--- config.mk ---
export PLATFORM = sky130hd
export DESIGN_NAME = dvs_top
export DESIGN_NICKNAME = d
export VERILOG_FILES = /design/src/dvs_chan.sv /design/src/dvs_top.sv
export SDC_FILE = /design/constraint.sdc
export NUM_CORES = 1
export LEC_CHECK = 0
export ABC_AREA = 1
export ABC_CLOCK_PERIOD_IN_PS = 1790
export BUFFER_PORTS_ARGS = -buffer_cell sky130_fd_sc_hd__buf_4
export CAP_MARGIN = 25
export CORE_MARGIN = 2
export CORE_UTILIZATION = 57
export DETAILED_ROUTE_END_ITERATION = 12
export PLACE_DENSITY = 0.79
export SLEW_MARGIN = 20
export SYNTH_ARGS = -nofsm -noshare
export SYNTH_HDL_FRONTEND = slang
export SYNTH_SLANG_ARGS = --single-unit
--- constraint.sdc ---
create_clock -name clk_i -period 1.79 [get_ports clk_i]
set_input_delay 0.2685 -clock clk_i [delete_from_list [all_inputs] [get_ports clk_i]]
set_output_delay 0.2685 -clock clk_i [all_outputs]
set_load 0.01 [all_outputs]
--- src/dvs_chan.sv ---
`timescale 1ns/100ps
package dvs_pkg;
    localparam int             DVS_CLK_PERIOD_NS = 25;
    localparam int             DVS_NUM_CH        = 12;
    localparam int             DVS_WORD_W        = 10;
    localparam int             DVS_CH_IDX_W      = 4;
    localparam int             DVS_SYNC_W        = 3;
    localparam logic [3:0]     DVS_FIRST_LEFT    = 4'h0;
    localparam logic [3:0]     DVS_FIRST_RIGHT   = 4'hB;
    localparam logic [9:0]     DVS_WORD_RST      = 10'h000;
    localparam logic [2:0]     DVS_SYNC_RST      = 3'h0;
    typedef enum logic {DVS_IDLE, DVS_LOAD} dvs_pass_t;
endpackage

// One channel: holding register plus output register
module dvs_chan
    import dvs_pkg::*;
#(
    parameter int WORD_W = DVS_WORD_W
) (
    // Clock and reset
    input  wire logic              clk_i,
    input  wire logic              rstn_i,
    // Load and transfer
    input  wire logic              load_i,
    input  wire logic [WORD_W-1:0] word_i,
    input  wire logic              xfer_i,
    // Output value
    output logic      [WORD_W-1:0] out_o
);
    logic [WORD_W-1:0] hold_reg;
    logic [WORD_W-1:0] out_reg;

    assign out_o = out_reg;

    always_ff @(posedge clk_i) begin
        if (!rstn_i) begin
            hold_reg <= WORD_W'(DVS_WORD_RST);
            out_reg  <= WORD_W'(DVS_WORD_RST);
        end else begin
            if (load_i) begin
                hold_reg <= word_i;
            end
            // Transfer takes the held value from before any same-cycle load
            if (xfer_i) begin
                out_reg <= hold_reg;
            end
        end
    end
endmodule

--- src/dvs_top.sv ---
`timescale 1ns/100ps
module dvs_top
    import dvs_pkg::*;
#(
    parameter int NUM_CH = DVS_NUM_CH,
    parameter int WORD_W = DVS_WORD_W
) (
    // Clock and reset
    input  wire logic                     clk_i,
    input  wire logic                     rstn_i,
    // Pixel interface pins
    input  wire logic                     pix_clk_i,
    input  wire logic [WORD_W-1:0]        pixel_word_in_i,
    input  wire logic                     sequence_begin_strobe_i,
    input  wire logic                     start_right_i,
    input  wire logic                     output_transfer_strobe_i,
    // Output mode and protection
    input  wire logic                     polarity_flip_i,
    input  wire logic                     prot_enable_i,
    output logic                          polarity_flip_o,
    output logic                          prot_active_o,
    // Channel outputs, channel 0 in the low bits
    output logic [NUM_CH*WORD_W-1:0]      channel_outputs_o,
    output logic                          loading_o
);
    // Channel index width and first/last channels are fixed for twelve
    generate
        if (NUM_CH != DVS_NUM_CH || WORD_W < 1) begin : g_bad_cfg
            $error("dvs_top: unsupported channel count or word width");
        end
    endgenerate

    // Pins from the controller's domain pass two flops; a third
    // stage gives edge detection without touching the first flop.
    logic [DVS_SYNC_W-1:0] clk_sync_reg;
    logic [DVS_SYNC_W-1:0] start_sync_reg;
    logic [DVS_SYNC_W-1:0] dir_sync_reg;
    logic [DVS_SYNC_W-1:0] xfr_sync_reg;
    logic [1:0]            pol_sync_reg;
    logic [1:0]            prot_sync_reg;
    logic [WORD_W-1:0]     data_s1_reg;
    logic [WORD_W-1:0]     data_s2_reg;
    logic [WORD_W-1:0]     data_s3_reg;

    always_ff @(posedge clk_i) begin
        if (!rstn_i) begin
            clk_sync_reg   <= DVS_SYNC_RST;
            start_sync_reg <= DVS_SYNC_RST;
            dir_sync_reg   <= DVS_SYNC_RST;
            xfr_sync_reg   <= DVS_SYNC_RST;
            pol_sync_reg   <= 2'h0;
            prot_sync_reg  <= 2'h0;
            data_s1_reg    <= WORD_W'(DVS_WORD_RST);
            data_s2_reg    <= WORD_W'(DVS_WORD_RST);
            data_s3_reg    <= WORD_W'(DVS_WORD_RST);
        end else begin
            clk_sync_reg   <= {clk_sync_reg[1:0], pix_clk_i};
            start_sync_reg <= {start_sync_reg[1:0], sequence_begin_strobe_i};
            dir_sync_reg   <= {dir_sync_reg[1:0], start_right_i};
            xfr_sync_reg   <= {xfr_sync_reg[1:0], output_transfer_strobe_i};
            pol_sync_reg   <= {pol_sync_reg[0], polarity_flip_i};
            prot_sync_reg  <= {prot_sync_reg[0], prot_enable_i};
            data_s1_reg    <= pixel_word_in_i;
            data_s2_reg    <= data_s1_reg;
            data_s3_reg    <= data_s2_reg;
        end
    end

    // Edges seen on stages 2/3; data and strobes from stage 3 are the
    // values that stood just before the edge, which covers zero setup.
    wire rise_w = clk_sync_reg[1] & ~clk_sync_reg[2];
    wire fall_w = ~clk_sync_reg[1] & clk_sync_reg[2];
    wire edge_w = rise_w | fall_w;

    logic                    start_pend_reg;
    logic                    xfr_pend_reg;
    logic                    dir_reg;
    logic [DVS_CH_IDX_W-1:0] ptr_reg;
    dvs_pass_t               state_reg;
    logic                    pol_reg;
    logic                    prot_reg;
    logic                    loading_reg;
    dvs_pass_t               state_next;
    logic                    dir_next;
    logic [DVS_CH_IDX_W-1:0] ptr_next;
    logic                    loading_next;

    // Pass start wins over any pass still in progress
    wire begin_w = rise_w & start_pend_reg;
    wire dir_now_w = dir_sync_reg[2];
    wire [DVS_CH_IDX_W-1:0] first_w =
        dir_now_w ? DVS_FIRST_RIGHT : DVS_FIRST_LEFT;
    wire [DVS_CH_IDX_W-1:0] last_w =
        dir_reg ? DVS_FIRST_LEFT : DVS_FIRST_RIGHT;
    wire write_w = begin_w | (edge_w & (state_reg == DVS_LOAD));
    wire [DVS_CH_IDX_W-1:0] wr_idx_w = begin_w ? first_w : ptr_reg;
    wire [DVS_CH_IDX_W-1:0] step_up_w = ptr_reg + 4'h1;
    wire [DVS_CH_IDX_W-1:0] step_dn_w = ptr_reg - 4'h1;
    wire [DVS_CH_IDX_W-1:0] step_w = dir_reg ? step_dn_w : step_up_w;
    wire [DVS_CH_IDX_W-1:0] first_next_w =
        dir_now_w ? DVS_FIRST_RIGHT - 4'h1 : DVS_FIRST_LEFT + 4'h1;
    wire xfer_w = rise_w & xfr_pend_reg;

    always_ff @(posedge clk_i) begin
        if (!rstn_i) begin
            start_pend_reg <= 1'b0;
            xfr_pend_reg   <= 1'b0;
        end else if (rise_w) begin
            start_pend_reg <= start_sync_reg[2];
            xfr_pend_reg   <= xfr_sync_reg[2];
        end
    end

    // Pass sequencing; a restart mid-pass simply reloads the pointer and direction
    always_comb begin
        state_next = state_reg;
        dir_next   = dir_reg;
        ptr_next   = ptr_reg;
        case (state_reg)
            DVS_IDLE: begin
                if (begin_w) begin
                    state_next = DVS_LOAD;
                    dir_next   = dir_now_w;
                    ptr_next   = first_next_w;
                end
            end
            DVS_LOAD: begin
                if (begin_w) begin
                    dir_next = dir_now_w;
                    ptr_next = first_next_w;
                end else if (edge_w) begin
                    if (ptr_reg == last_w) begin
                        state_next = DVS_IDLE;
                    end else begin
                        ptr_next = step_w;
                    end
                end
            end
            default: begin
                state_next = DVS_IDLE;
            end
        endcase
    end

    // Busy flag gets its own flop so the output is not a decode
    assign loading_next = (state_next == DVS_LOAD);

    always_ff @(posedge clk_i) begin
        if (!rstn_i) begin
            state_reg   <= DVS_IDLE;
            dir_reg     <= 1'b0;
            ptr_reg     <= DVS_FIRST_LEFT;
            loading_reg <= 1'b0;
        end else begin
            state_reg   <= state_next;
            dir_reg     <= dir_next;
            ptr_reg     <= ptr_next;
            loading_reg <= loading_next;
        end
    end

    // Mode bits are steady levels, so two flops are enough.
    always_ff @(posedge clk_i) begin
        if (!rstn_i) begin
            pol_reg  <= 1'b0;
            prot_reg <= 1'b0;
        end else begin
            pol_reg  <= pol_sync_reg[1];
            prot_reg <= prot_sync_reg[1];
        end
    end

    assign polarity_flip_o = pol_reg;
    assign prot_active_o   = prot_reg;
    assign loading_o       = loading_reg;

    genvar ch;
    generate
        for (ch = 0; ch < NUM_CH; ch++) begin : g_ch
            wire load_w = write_w & (wr_idx_w == DVS_CH_IDX_W'(ch));
            dvs_chan #(
                .WORD_W (WORD_W)
            ) u_chan (
                .clk_i  (clk_i),
                .rstn_i (rstn_i),
                .load_i (load_w),
                .word_i (data_s3_reg),
                .xfer_i (xfer_w),
                .out_o  (channel_outputs_o[ch*WORD_W +: WORD_W])
            );
        end
    endgenerate
endmodule

## Yosys cells after proc, flatten, opt, wreduce, memory -nomap -nowiden

Cells that the tools add are included.

- Word-level logic and storage cells: 97
- Input port bits: 18
- Output and inout bits: 123
- Flip-flop bits (word level): 296

- $add $sub $neg: 2
- Bitwise operators: 22
- Reduce and logical (&&, ||, !) cells: 2
- Multiplexer cells: 16
- Eq/ne operators: 15

Operator list:

| operator | number |
|---|---|
| 2-to-1 mux 4 bit | 9 |
| AND 1 bit | 17 |
| == test 4 x 3 -> 1 bit (second input constant) | 4 |
| == test 4 bit (second input constant) | 4 |
| == test 4 x 2 -> 1 bit (second input constant) | 2 |
| case mux 4 bit (2 select lines) | 1 |
| 2-to-1 mux 1 bit | 5 |
| adder 4 x 1 -> 4 bit (second input constant) | 1 |
| == test 4 x 1 -> 1 bit (second input constant) | 1 |
| == test 4 bit | 1 |
| logical NOT 4 bit | 1 |
| subtractor 4 x 1 -> 4 bit (second input constant) | 1 |
| inequality test 3 x 2 -> 1 bit (second input constant) | 1 |
| inequality test 3 bit (second input constant) | 1 |
| NOT 1 bit | 3 |
| AND reduction 3 bit | 1 |
| inequality test 2 bit (second input constant) | 1 |
| bitwise OR 1 bit | 2 |
| case mux 1 bit (2 select lines) | 1 |

## Longest topological paths before layout

Gate-level depths: netlist of the first run.

- Depth in word-level cells: 6
- Depth in mapped cells: 12
- Mapped depth without buffers: 11

## By module

From an unflattened synthesis of the first run, not the netlist that was laid out.

- Cells, all modules: 1774
- Area total of the unflattened synthesis: 12248.0 µm²

Modules (own cells, without submodules):

| module | cells each | times used | area an instance (µm²) | seq. area each (µm²) |
|---|---|---|---|---|
| dvs_chan | 126 | 12 | 850.8 | 400.4 |
| dvs_top | 262 | 1 | 2038.2 | 1121.1 |

## Worst setup path before layout of the first run

OpenSTA, ideal clock, no wires.

- Path type: reg2reg
- From: reg clk_sync_reg[2]
- To: reg g_ch[1].u_chan.hold_reg[0]
- Setup time: 0.113 ns
- Buffers on the path: 1
- Slack: 0.194 ns
- Arrival: 1.483 ns
- Clock period less this slack: 1.596 ns
- Cell stages (with the launch flop): 12
- Required time: 1.677 ns
- Cells stage by stage: dfxtp_1 -> inv_1 -> ha_1 -> nor2_1 -> inv_1 -> nand2_1 -> inv_1 -> nor2_2 -> buf_4 -> nand3_1 -> nand2_1 -> nor2_1

- Longest elaborated chain between the ends: 6
- Elaborated cells on any way between the ends: 10
- Classes of those cells: 1 x eq/ne; 1 x mux; 8 x bitwise

Ends and longest elaborated chain:

| what | RTL line | source |
|---|---|---|
| from (decl) | dvs_top.sv:35 | `logic [DVS_SYNC_W-1:0] clk_sync_reg;` |
| from (signal assigned) | dvs_top.sv:57 | `clk_sync_reg <= {clk_sync_reg[1:0], pix_clk_i};` |
| NOT 1 bit | dvs_top.sv:71 | `wire rise_w = clk_sync_reg[1] & ~clk_sync_reg[2];` |
| AND 1 bit | dvs_top.sv:71 |  |
| AND 1 bit or bitwise OR 1 bit (tied branches) | dvs_top.sv:89, dvs_top.sv:73 |  |
| 2-to-1 mux 4 bit or AND 1 bit (tied branches) | dvs_top.sv:96, dvs_top.sv:95 |  |
| == test 4 x 1 -> 1 bit or bitwise OR 1 bit (tied branches) | dvs_top.sv:180, dvs_top.sv:95 |  |
| AND 1 bit (*) | dvs_top.sv:180 | `wire load_w = write_w & (wr_idx_w == DVS_CH_IDX_W'(ch));` |
| to (signal assigned) | dvs_chan.sv:38 | `hold_reg <= WORD_W'(DVS_WORD_RST);` |
| to (signal assigned) | dvs_chan.sv:42 | `hold_reg <= word_i;` |
| to (decl) | dvs_chan.sv:31 | `logic [WORD_W-1:0] hold_reg;` |

Every way passes the cells marked *; elsewhere a longest branch is shown, timed or not.
A chain may end at the register's enable or synchronous reset.

## Final worst setup path of the first run

- From: reg clk_sync_reg[2]
- To: reg g_ch[1].u_chan.hold_reg[5]

The elaborated chain is that of the path after synthesis.

==> results of run 1 <==
==> power groups by stage <==
stage          registers, W  clock network, W  logic, W
5_1_grt             0.00671           0.00664  0.000571
6_report            0.00671           0.00630  0.000511
4_1_cts             0.00671           0.00636  0.000497
3_3_place_gp        0.00685                 0  0.000459
3_5_place_dp        0.00685                 0  0.000465
2_1_floorplan       0.00686                 0  0.000274
==> worst paths after layout <==
| path | startpoint | end | slack (ns) | cells after the start |
|---|---|---|---|---|
| hold reg to reg | data_s2_reg[0]$_SDFF_PN0_ | data_s3_reg[0]$_SDFF_PN0_ | 0.40 | 2 |
| setup reg to reg | clk_sync_reg[2]$_SDFF_PN0_ | g_ch[1].u_chan.hold_reg[5]$_SDFFE_PN0P_ | -0.04 | 11 |
| setup / recovery | clk_sync_reg[2]$_SDFF_PN0_ | g_ch[1].u_chan.hold_reg[5]$_SDFFE_PN0P_ | -0.04 | 11 |
| hold / removal | rstn_i | clk_sync_reg[2]$_SDFF_PN0_ | 0.06 | 3 |
==> cell families (layout without fill, tap and decap cells) <==
| logic type | count (synthesis) | count (layout) | synth area share, % |
|---|---|---|---|
| simple gates | 610 | 610 | 23.8 |
| flops | 296 | 296 | 56.7 |
| xor+xnor | 1 | 1 | 0.0839 |
| fa+ha+maj | 4 | 4 | 0.551 |
| compound gates | 244 | 244 | 11.9 |
| buf+inv | 172 | 339 | 6.91 |
==> routing by layer <==
layer | global-route usage (%) | vias up | share of wire (%)
met5 | 0 | - | 0
met2 | 39.3 | 279 | 48
met3 | 3.99 | 52 | 5.7
li1 | - | 4450 | -
met1 | 31.7 | 4005 | 43
met4 | 8.29 | 0 | 3.4
==> critical path, delay by kind of cell (launching register included) <==
family | cells | cell delay [ns]
buffers and inverters | 3 | 0.44
AOI/OAI and AO/OA | 1 | 0.14
adders and majority gates | 1 | 0.17
DFF | 1 | 0.31
and+or+nand+nor | 6 | 0.66
==> metrics by stage <==
stage / TNS [ns] / area [um^2] / total power, W / hold slack, ns / setup slack (ns)
after floorplan: 0 / 10400 / 0.00713 / 0.366 / 0.194
after global routing: -1.31 / 13200 / 0.0139 / 0.0415 / -0.0946
after global placement: 0 / 11800 / 0.00731 / 0.394 / 0.0927
after CTS: -0.00217 / 13000 / 0.0136 / 0.0418 / -0.00217
after detailed placement: 0 / 11800 / 0.00732 / 0.395 / 0.0540
final: -0.0496 / 13200 / 0.0135 / 0.0567 / -0.0442
==> layout make-up <==
class	instances	share of cell area, %
clock buffers	43	6.52
clock inverters	9	1.12
inverters	93	2.74
multi-input cells	859	29.5
flip-flops and latches	296	45.1
well taps	229	2.18
repair buffers	194	12.9
==> timing repair <==
action | CTS | global route
gates cloned | 0 | 4
setup endpoints to repair | 2 | 124
endpoints found under the hold margin | 16 | 0
buffers inserted | 0 | 1
pin swaps | 0 | 4
hold buffers | 16 | 0
resized for setup | 1 | 35
==> cells in the final DEF, fill, tap and decap left out, types with 2 or more instances in the layout <==
master                          count
sky130_fd_sc_hd__nor2_1           388
sky130_fd_sc_hd__dfxtp_1          294
sky130_fd_sc_hd__o21ai_0          162
sky130_fd_sc_hd__buf_4            158
sky130_fd_sc_hd__nand2_1          156
sky130_fd_sc_hd__inv_1             74
sky130_fd_sc_hd__a21oi_1           56
sky130_fd_sc_hd__nand3_1           33
sky130_fd_sc_hd__clkbuf_16         31
sky130_fd_sc_hd__o21ai_1           22
sky130_fd_sc_hd__dlygate4sd3_1     16
sky130_fd_sc_hd__clkinv_1          11
sky130_fd_sc_hd__buf_12            11
sky130_fd_sc_hd__nor2_4            10
sky130_fd_sc_hd__clkbuf_8           8
sky130_fd_sc_hd__nand2_2            6
sky130_fd_sc_hd__clkbuf_1           6
sky130_fd_sc_hd__buf_6              6
sky130_fd_sc_hd__nor2_2             5
sky130_fd_sc_hd__inv_2              5
sky130_fd_sc_hd__nand3_2            4
sky130_fd_sc_hd__bufinv_16          4
sky130_fd_sc_hd__clkinv_2           4
sky130_fd_sc_hd__nor2_8             2
sky130_fd_sc_hd__nand2_4            2
sky130_fd_sc_hd__nand3_4            2
sky130_fd_sc_hd__clkinvlp_4         2
sky130_fd_sc_hd__ha_1               2
sky130_fd_sc_hd__dfxtp_2            2
==> out/qor.txt, run 1 <==
==========================================================================================
Clk Latency, worst-skew pair                                                       0.54 ns
Seq/Total Area, Yosys                                                                56.7%
Most used DFF post-synth                                                      sky130_fd_sc_hd__dfxtp_1
Global route overflow                                                                    0
Fraction of power spent switching nets                                               20.5%
Utilization after layout                                                             73.2%
Effective utilization at floorplan                                                   58.1%
Crit share post-route                                                                 102%
Count of warnings emitted by yosys                                                       0
Instance count of the mapped netlist                                                 1,327
Final WS setup                                                                  -0.0442 ns
Initial DRC count                                                                      718
Library cell with the highest instance count after synthesis                  sky130_fd_sc_hd__nor2_1
Power Dens Cells                                                              1030 mW/mm^2
Remaining DRCs                                                                           0
Data required time at the worst endpoint                                           2.21 ns
GR Util All Layers                                                                   23.8%
Root buffer cell                                                              sky130_fd_sc_hd__clkbuf_16
Cell with the largest stage delay on the worst path                           sky130_fd_sc_hd__dfxtp_1
IR Drop Worst-Case VDD                                                          0.000861 V
Outcome                                                                       complete, but fails checks
DR vias/cell                                                                          5.10
Port Buf Inserts                                                                       140
Netlist area before placement                                                  0.0104 mm^2
Setup repair after global routing missed its margin                                   true
Area inside the core boundary                                                  0.0180 mm^2
Height of the die                                                                   139 um
Detailed Place HPWL                                                              15,000 um
Sw power                                                                         0.00277 W
Relative contribution of combinational cells to total power                           3.8%
Cell leakage power                                                                 5.84 nW
Violations in the final reports                                               negative setup slack
Peak clock frequency supported by timing                                           545 MHz
Antenna violations before repair                                                         0
Reg power frac                                                                       49.6%
Top cell type by total area after synthesis                                   sky130_fd_sc_hd__dfxtp_1
Critical path arrival                                                              2.26 ns
Critical Path Source Type                                                         register
Worst Skew                                                                      0.00831 ns
Number of failing setup endpoints in the final timing report                             3
Synth top area share                                                                 56.7%
Final standard cell count with taps included and fillers excluded                    1,723
Maximum single-stage delay on the critical path                                    0.31 ns
Setup crit end kind                                                               register
Post-route antenna net violation count                                                   0
Area taken by multi-input logic gates                                         0.00388 mm^2
Routed WL per cell                                                                 14.3 um
Inst Count DP                                                                        1,650
Internal portion of total power                                                   0.0107 W
Cts bufs inserted                                                                       29
# nets final                                                                         1,495
Number of synthesized flops with an enable pin                                           0
Clock edge transition at the registers on the reported setup and hold paths        0.06 ns
Min-delay worst type                                                             in -> reg
Count of fill cells added during filler insertion                                    1,328
Count of pins over their slew limit                                                      0
Max_cap viols                                                                            0
H-tree depth reported by CTS                                                             1
Critical-path maximum fanout                                                             8
Row count                                                                               49
Total via count after detailed routing                                               8,786
Number of global-route vias before repair                                            7,865
Actual transition at the worst max-transition pin                                 0.588 ns
Largest net degree at the start of global routing                                       67
Top-level I/O count                                                                    141
Register Area                                                                 0.00593 mm^2
Share of post-route cells with drive strength above 1                                18.1%
Shortest clock period the worst path allows after layout                           1.83 ns
Global-route wire length before repair                                           38,500 um
DRT Wirelength                                                                   24,700 um
Synth top cells by count                                                      sky130_fd_sc_hd__nor2_1, sky130_fd_sc_hd__dfxtp_1, sky130_fd_sc_hd__o21ai_0
Die Footprint                                                                  0.0194 mm^2
TritonCTS clock tree                                                                 built
Hold Violations, Final                                                                   0
Post-synth net total                                                                 1,349
Total of flip-flops plus latches after synthesis                                       296
Headroom to the max-slew limit                                                       60.6%
Most area-consuming cells after synthesis                                     sky130_fd_sc_hd__dfxtp_1, sky130_fd_sc_hd__nor2_1, sky130_fd_sc_hd__o21ai_0, sky130_fd_sc_hd__nand2_1, sky130_fd_sc_hd__inv_1
Horizontal die dimension                                                            139 um
Count of cell types in the netlist                                                      30
Series of cell instances along the critical path                              inv_2, ha_4, nand2_8, buf_12, a21oi_4, nand2_2, nor2_4, clkbuf_16, nand3_1, nand2_1, nor2_1
Inserted Diodes                                                                          0
Category of the critical setup timing path                                      reg -> reg
Share of async-settable or async-resettable flops after synthesis                       0%
Final estimated routing congestion in global placement                               0.921
Drt first pass iters                                                                     5
Number of clock sinks                                                                  296
Layout Area Growth over Synthesis                                                    26.0%
Max Buffers Root-to-Sink                                                                 3
Avg Inst Size Synth                                                              7.87 um^2
Clk pwr share                                                                        46.6%
==========================================================================================
(Power assumes the default switching activity.)
==> inputs of run 2 (changes only) <==
--- a/config.mk
+++ b/config.mk
@@ -17,3 +17,4 @@
 export SYNTH_ARGS = -nofsm -noshare
 export SYNTH_HDL_FRONTEND = slang
 export SYNTH_SLANG_ARGS = --single-unit
+export TNS_END_PERCENT = 30
==> run 2 against run 1 <==
  * The run still ends with negative setup slack left
  * Global-route usage stayed put
  * Flip-flop and latch count is the same
  * Sequential power is essentially flat
==> out/qor.txt, run 2 (synthesis results as in run 1) <==
==========================================================================================
Fraction of power spent switching nets                                               20.5%   about the same
Routed WL per cell                                                                 14.3 um   about the same
Hold Violations, Final                                                                   0   unchanged
Max layer used                                                                        met4   unchanged
Power Dens Cells                                                              1030 mW/mm^2   about the same
Clk pwr share                                                                        46.6%   about the same
Actual transition at the worst max-transition pin                                 0.553 ns   was 0.588 ns
Shortest clock period the worst path allows after layout                           1.83 ns   about the same
Most common cell after layout, fill and taps aside                            sky130_fd_sc_hd__nor2_1   unchanged
Sw power                                                                         0.00277 W   about the same
Crit share post-route                                                                 102%   about the same
Min-delay worst type                                                             in -> reg   unchanged
Number of global-route vias before repair                                            7,865   unchanged
Post-route antenna net violation count                                                   0   unchanged
Final standard cell count with taps included and fillers excluded                    1,723   unchanged
Critical register-to-register path endpoint                                   g_ch[1].u_chan.hold_reg[5]$_SDFFE_PN0P_   unchanged
Drt first pass iters                                                                     5   unchanged
Max_cap viols                                                                            0   unchanged
Share of post-route cells with drive strength above 1                                18.0%   was 18.1%
Largest net degree at the start of global routing                                       67   unchanged
Global route overflow                                                                    0   unchanged
Root buffer cell                                                              sky130_fd_sc_hd__clkbuf_16   unchanged
# nets final                                                                         1,495   unchanged
Port Buf Inserts                                                                       140   unchanged
Height of the die                                                                   139 um   unchanged
Detailed Place HPWL                                                              15,000 um   unchanged
Inst Count DP                                                                        1,650   unchanged
Initial DRC count                                                                      666   was 718
Inserted Diodes                                                                          0   unchanged
IR Drop Worst-Case VDD                                                          0.000863 V   was 0.000861 V
Startpoint of the lowest-slack register-to-register path                      clk_sync_reg[2]$_SDFF_PN0_   unchanged
Max Buffers Root-to-Sink                                                                 3   unchanged
Number of failing setup endpoints in the final timing report                             3   unchanged
Layout Area Growth over Synthesis                                                    25.9%   was 26.0%
Cts bufs inserted                                                                       29   unchanged
Internal portion of total power                                                   0.0107 W   about the same
Worst Skew                                                                      0.00808 ns   was 0.00831 ns
Count of pins over their slew limit                                                      0   unchanged
Data required time at the worst endpoint                                           2.21 ns   about the same
Setup crit end kind                                                               register   unchanged
Number of clock sinks                                                                  296   unchanged
Area inside the core boundary                                                  0.0180 mm^2   unchanged
H-tree depth reported by CTS                                                             1   unchanged
Setup repair after global routing missed its margin                                   true   unchanged
Global-route wire length before repair                                           38,500 um   unchanged
Category of the critical setup timing path                                      reg -> reg   unchanged
Relative contribution of combinational cells to total power                           3.8%   about the same
DRT Wirelength                                                                   24,700 um   about the same
Antenna violations before repair                                                         0   unchanged
Row count                                                                               49   unchanged
Outcome                                                                       complete, but fails checks   unchanged
GR Util All Layers                                                                   23.8%   unchanged
Horizontal die dimension                                                            139 um   unchanged
Post-Route M1 WL                                                                 10,500 um   was 10,600 um
DR vias/cell                                                                          5.11   was 5.10
Final estimated routing congestion in global placement                               0.921   unchanged
Peak clock frequency supported by timing                                           546 MHz   was 545 MHz
Die Footprint                                                                  0.0194 mm^2   unchanged
Remaining DRCs                                                                           0   unchanged
Effective utilization at floorplan                                                   58.1%   unchanged
Headroom to the max-slew limit                                                       62.9%   was 60.6%
Critical Path Source Type                                                         register   unchanged
Clock edge transition at the registers on the reported setup and hold paths        0.06 ns   about the same
Reg power frac                                                                       49.6%   about the same
Critical path arrival                                                              2.25 ns   was 2.26 ns
Startpoint of the most critical setup path                                    clk_sync_reg[2]$_SDFF_PN0_   unchanged
Routed met3 length                                                                 1510 um   was 1410 um
Violations in the final reports                                               negative setup slack   unchanged
Clk Latency, worst-skew pair                                                       0.53 ns   was 0.54 ns
Final WS setup                                                                  -0.0403 ns   was -0.0442 ns
Total power after layout                                                          0.0135 W   about the same
End point of the critical path                                                g_ch[1].u_chan.hold_reg[5]$_SDFFE_PN0P_   unchanged
Highest-count cells in the layout ignoring fill and taps                      sky130_fd_sc_hd__nor2_1, sky130_fd_sc_hd__dfxtp_1, sky130_fd_sc_hd__o21ai_0, sky130_fd_sc_hd__buf_4, sky130_fd_sc_hd__nand2_1   unchanged
Top-level I/O count                                                                    141   unchanged
Worst R2R Path Depth                                                                    11   unchanged
Critical-path maximum fanout                                                             8   unchanged
Cell leakage power                                                                 5.84 nW   about the same
Total via count after detailed routing                                               8,813   was 8,786
R2R Setup Slk                                                                     -0.04 ns   about the same
TritonCTS clock tree                                                                 built   unchanged
Routed met2 length                                                               11,800 um   about the same
==========================================================================================
[run 2: cell types whose count changed in the layout (fill, tap and decap cells not counted), moves of 2 or more]
cell                      change
sky130_fd_sc_hd__nand3_1      -2
sky130_fd_sc_hd__o21ai_0      +8
sky130_fd_sc_hd__o21ai_1      -7
sky130_fd_sc_hd__nand3_2      +2
[run 2: layer usage]
layer,GRT usage [%],vias to the layer above
met1,31.7,3991
met3,3.99,65
met2,39.3,304
met5,0,-
met4,8.29,0
li1,-,4453
[run 2: power groups by stage]
stage | clock, W | sequential, W | combinational (W)
final | 0.00630 | 0.00671 | 0.000512
after global routing | 0.00664 | 0.00671 | 0.000571
after floorplan | 0 | 0.00686 | 0.000274
after detailed placement | 0 | 0.00685 | 0.000465
after global placement | 0 | 0.00685 | 0.000459
after CTS | 0.00636 | 0.00671 | 0.000497
[run 2: worst min-delay path by stage]
stage | cells after the start | slack (ns) | end | from
6_report | 3 | 0.05 | clk_sync_reg[2]$_SDFF_PN0_ | rstn_i
5_1_grt | 3 | 0.04 | clk_sync_reg[2]$_SDFF_PN0_ | rstn_i
4_1_cts | 3 | 0.04 | g_ch[5].u_chan.out_o[8]$_SDFFE_PN0P_ | rstn_i
3_5_place_dp | 2 | 0.40 | data_s2_reg[7]$_SDFF_PN0_ | data_s1_reg[7]$_SDFF_PN0_
3_3_place_gp | 2 | 0.39 | data_s3_reg[6]$_SDFF_PN0_ | data_s2_reg[6]$_SDFF_PN0_
2_1_floorplan | 2 | 0.37 | clk_sync_reg[0]$_SDFF_PN0_ | pix_clk_i
[run 2: layout make-up]
| cell class | count | area (um^2) |
|---|---|---|
| sequential | 296 | 5930 |
| fill | 1331 | 4810 |
| multi-input combinational | 859 | 3880 |
| timing repair buffer | 194 | 1690 |
| clock buffer | 43 | 858 |
| inverter | 93 | 357 |
| tap | 229 | 287 |
| clock inverter | 9 | 148 |
[run 2: what timing repair did]
action / in CTS / in global routing
endpoints found under the hold margin: 16 / 0
resized for setup: 1 / 25
hold buffers: 16 / 0
setup buffers: 0 / 1
setup endpoints to repair: 2 / 124
pin swaps: 0 / 4
cloned: 0 / 4
[run 2: through the flow]
stage / setup WS (ns) / util (%) / TNS, ns / hold WS (ns) / cell area, um^2
floorplan: 0.194 / - / 0 / 0.366 / 10400
global placement: 0.0927 / 65.7 / 0 / 0.394 / 11800
detailed placement: 0.0540 / 65.7 / 0 / 0.395 / 11800
CTS: -0.00217 / 72.2 / -0.00217 / 0.0418 / 13000
global route: -0.128 / 73.2 / -3.51 / 0.0415 / 13200
finish: -0.0403 / 73.2 / -0.0510 / 0.0515 / 13200
[run 2: worst max-delay path, cell delays in order, from the launching register on]
cell                        delay (ns)
sky130_fd_sc_hd__dfxtp_1          0.31
sky130_fd_sc_hd__inv_2            0.07
sky130_fd_sc_hd__ha_4             0.17
sky130_fd_sc_hd__nand2_8          0.10
sky130_fd_sc_hd__buf_12           0.16
sky130_fd_sc_hd__a21oi_4          0.14
sky130_fd_sc_hd__nand2_2          0.08
sky130_fd_sc_hd__nor2_4           0.25
sky130_fd_sc_hd__clkbuf_16        0.22
sky130_fd_sc_hd__nand3_1          0.08
sky130_fd_sc_hd__nand2_1          0.09
sky130_fd_sc_hd__nor2_1           0.05
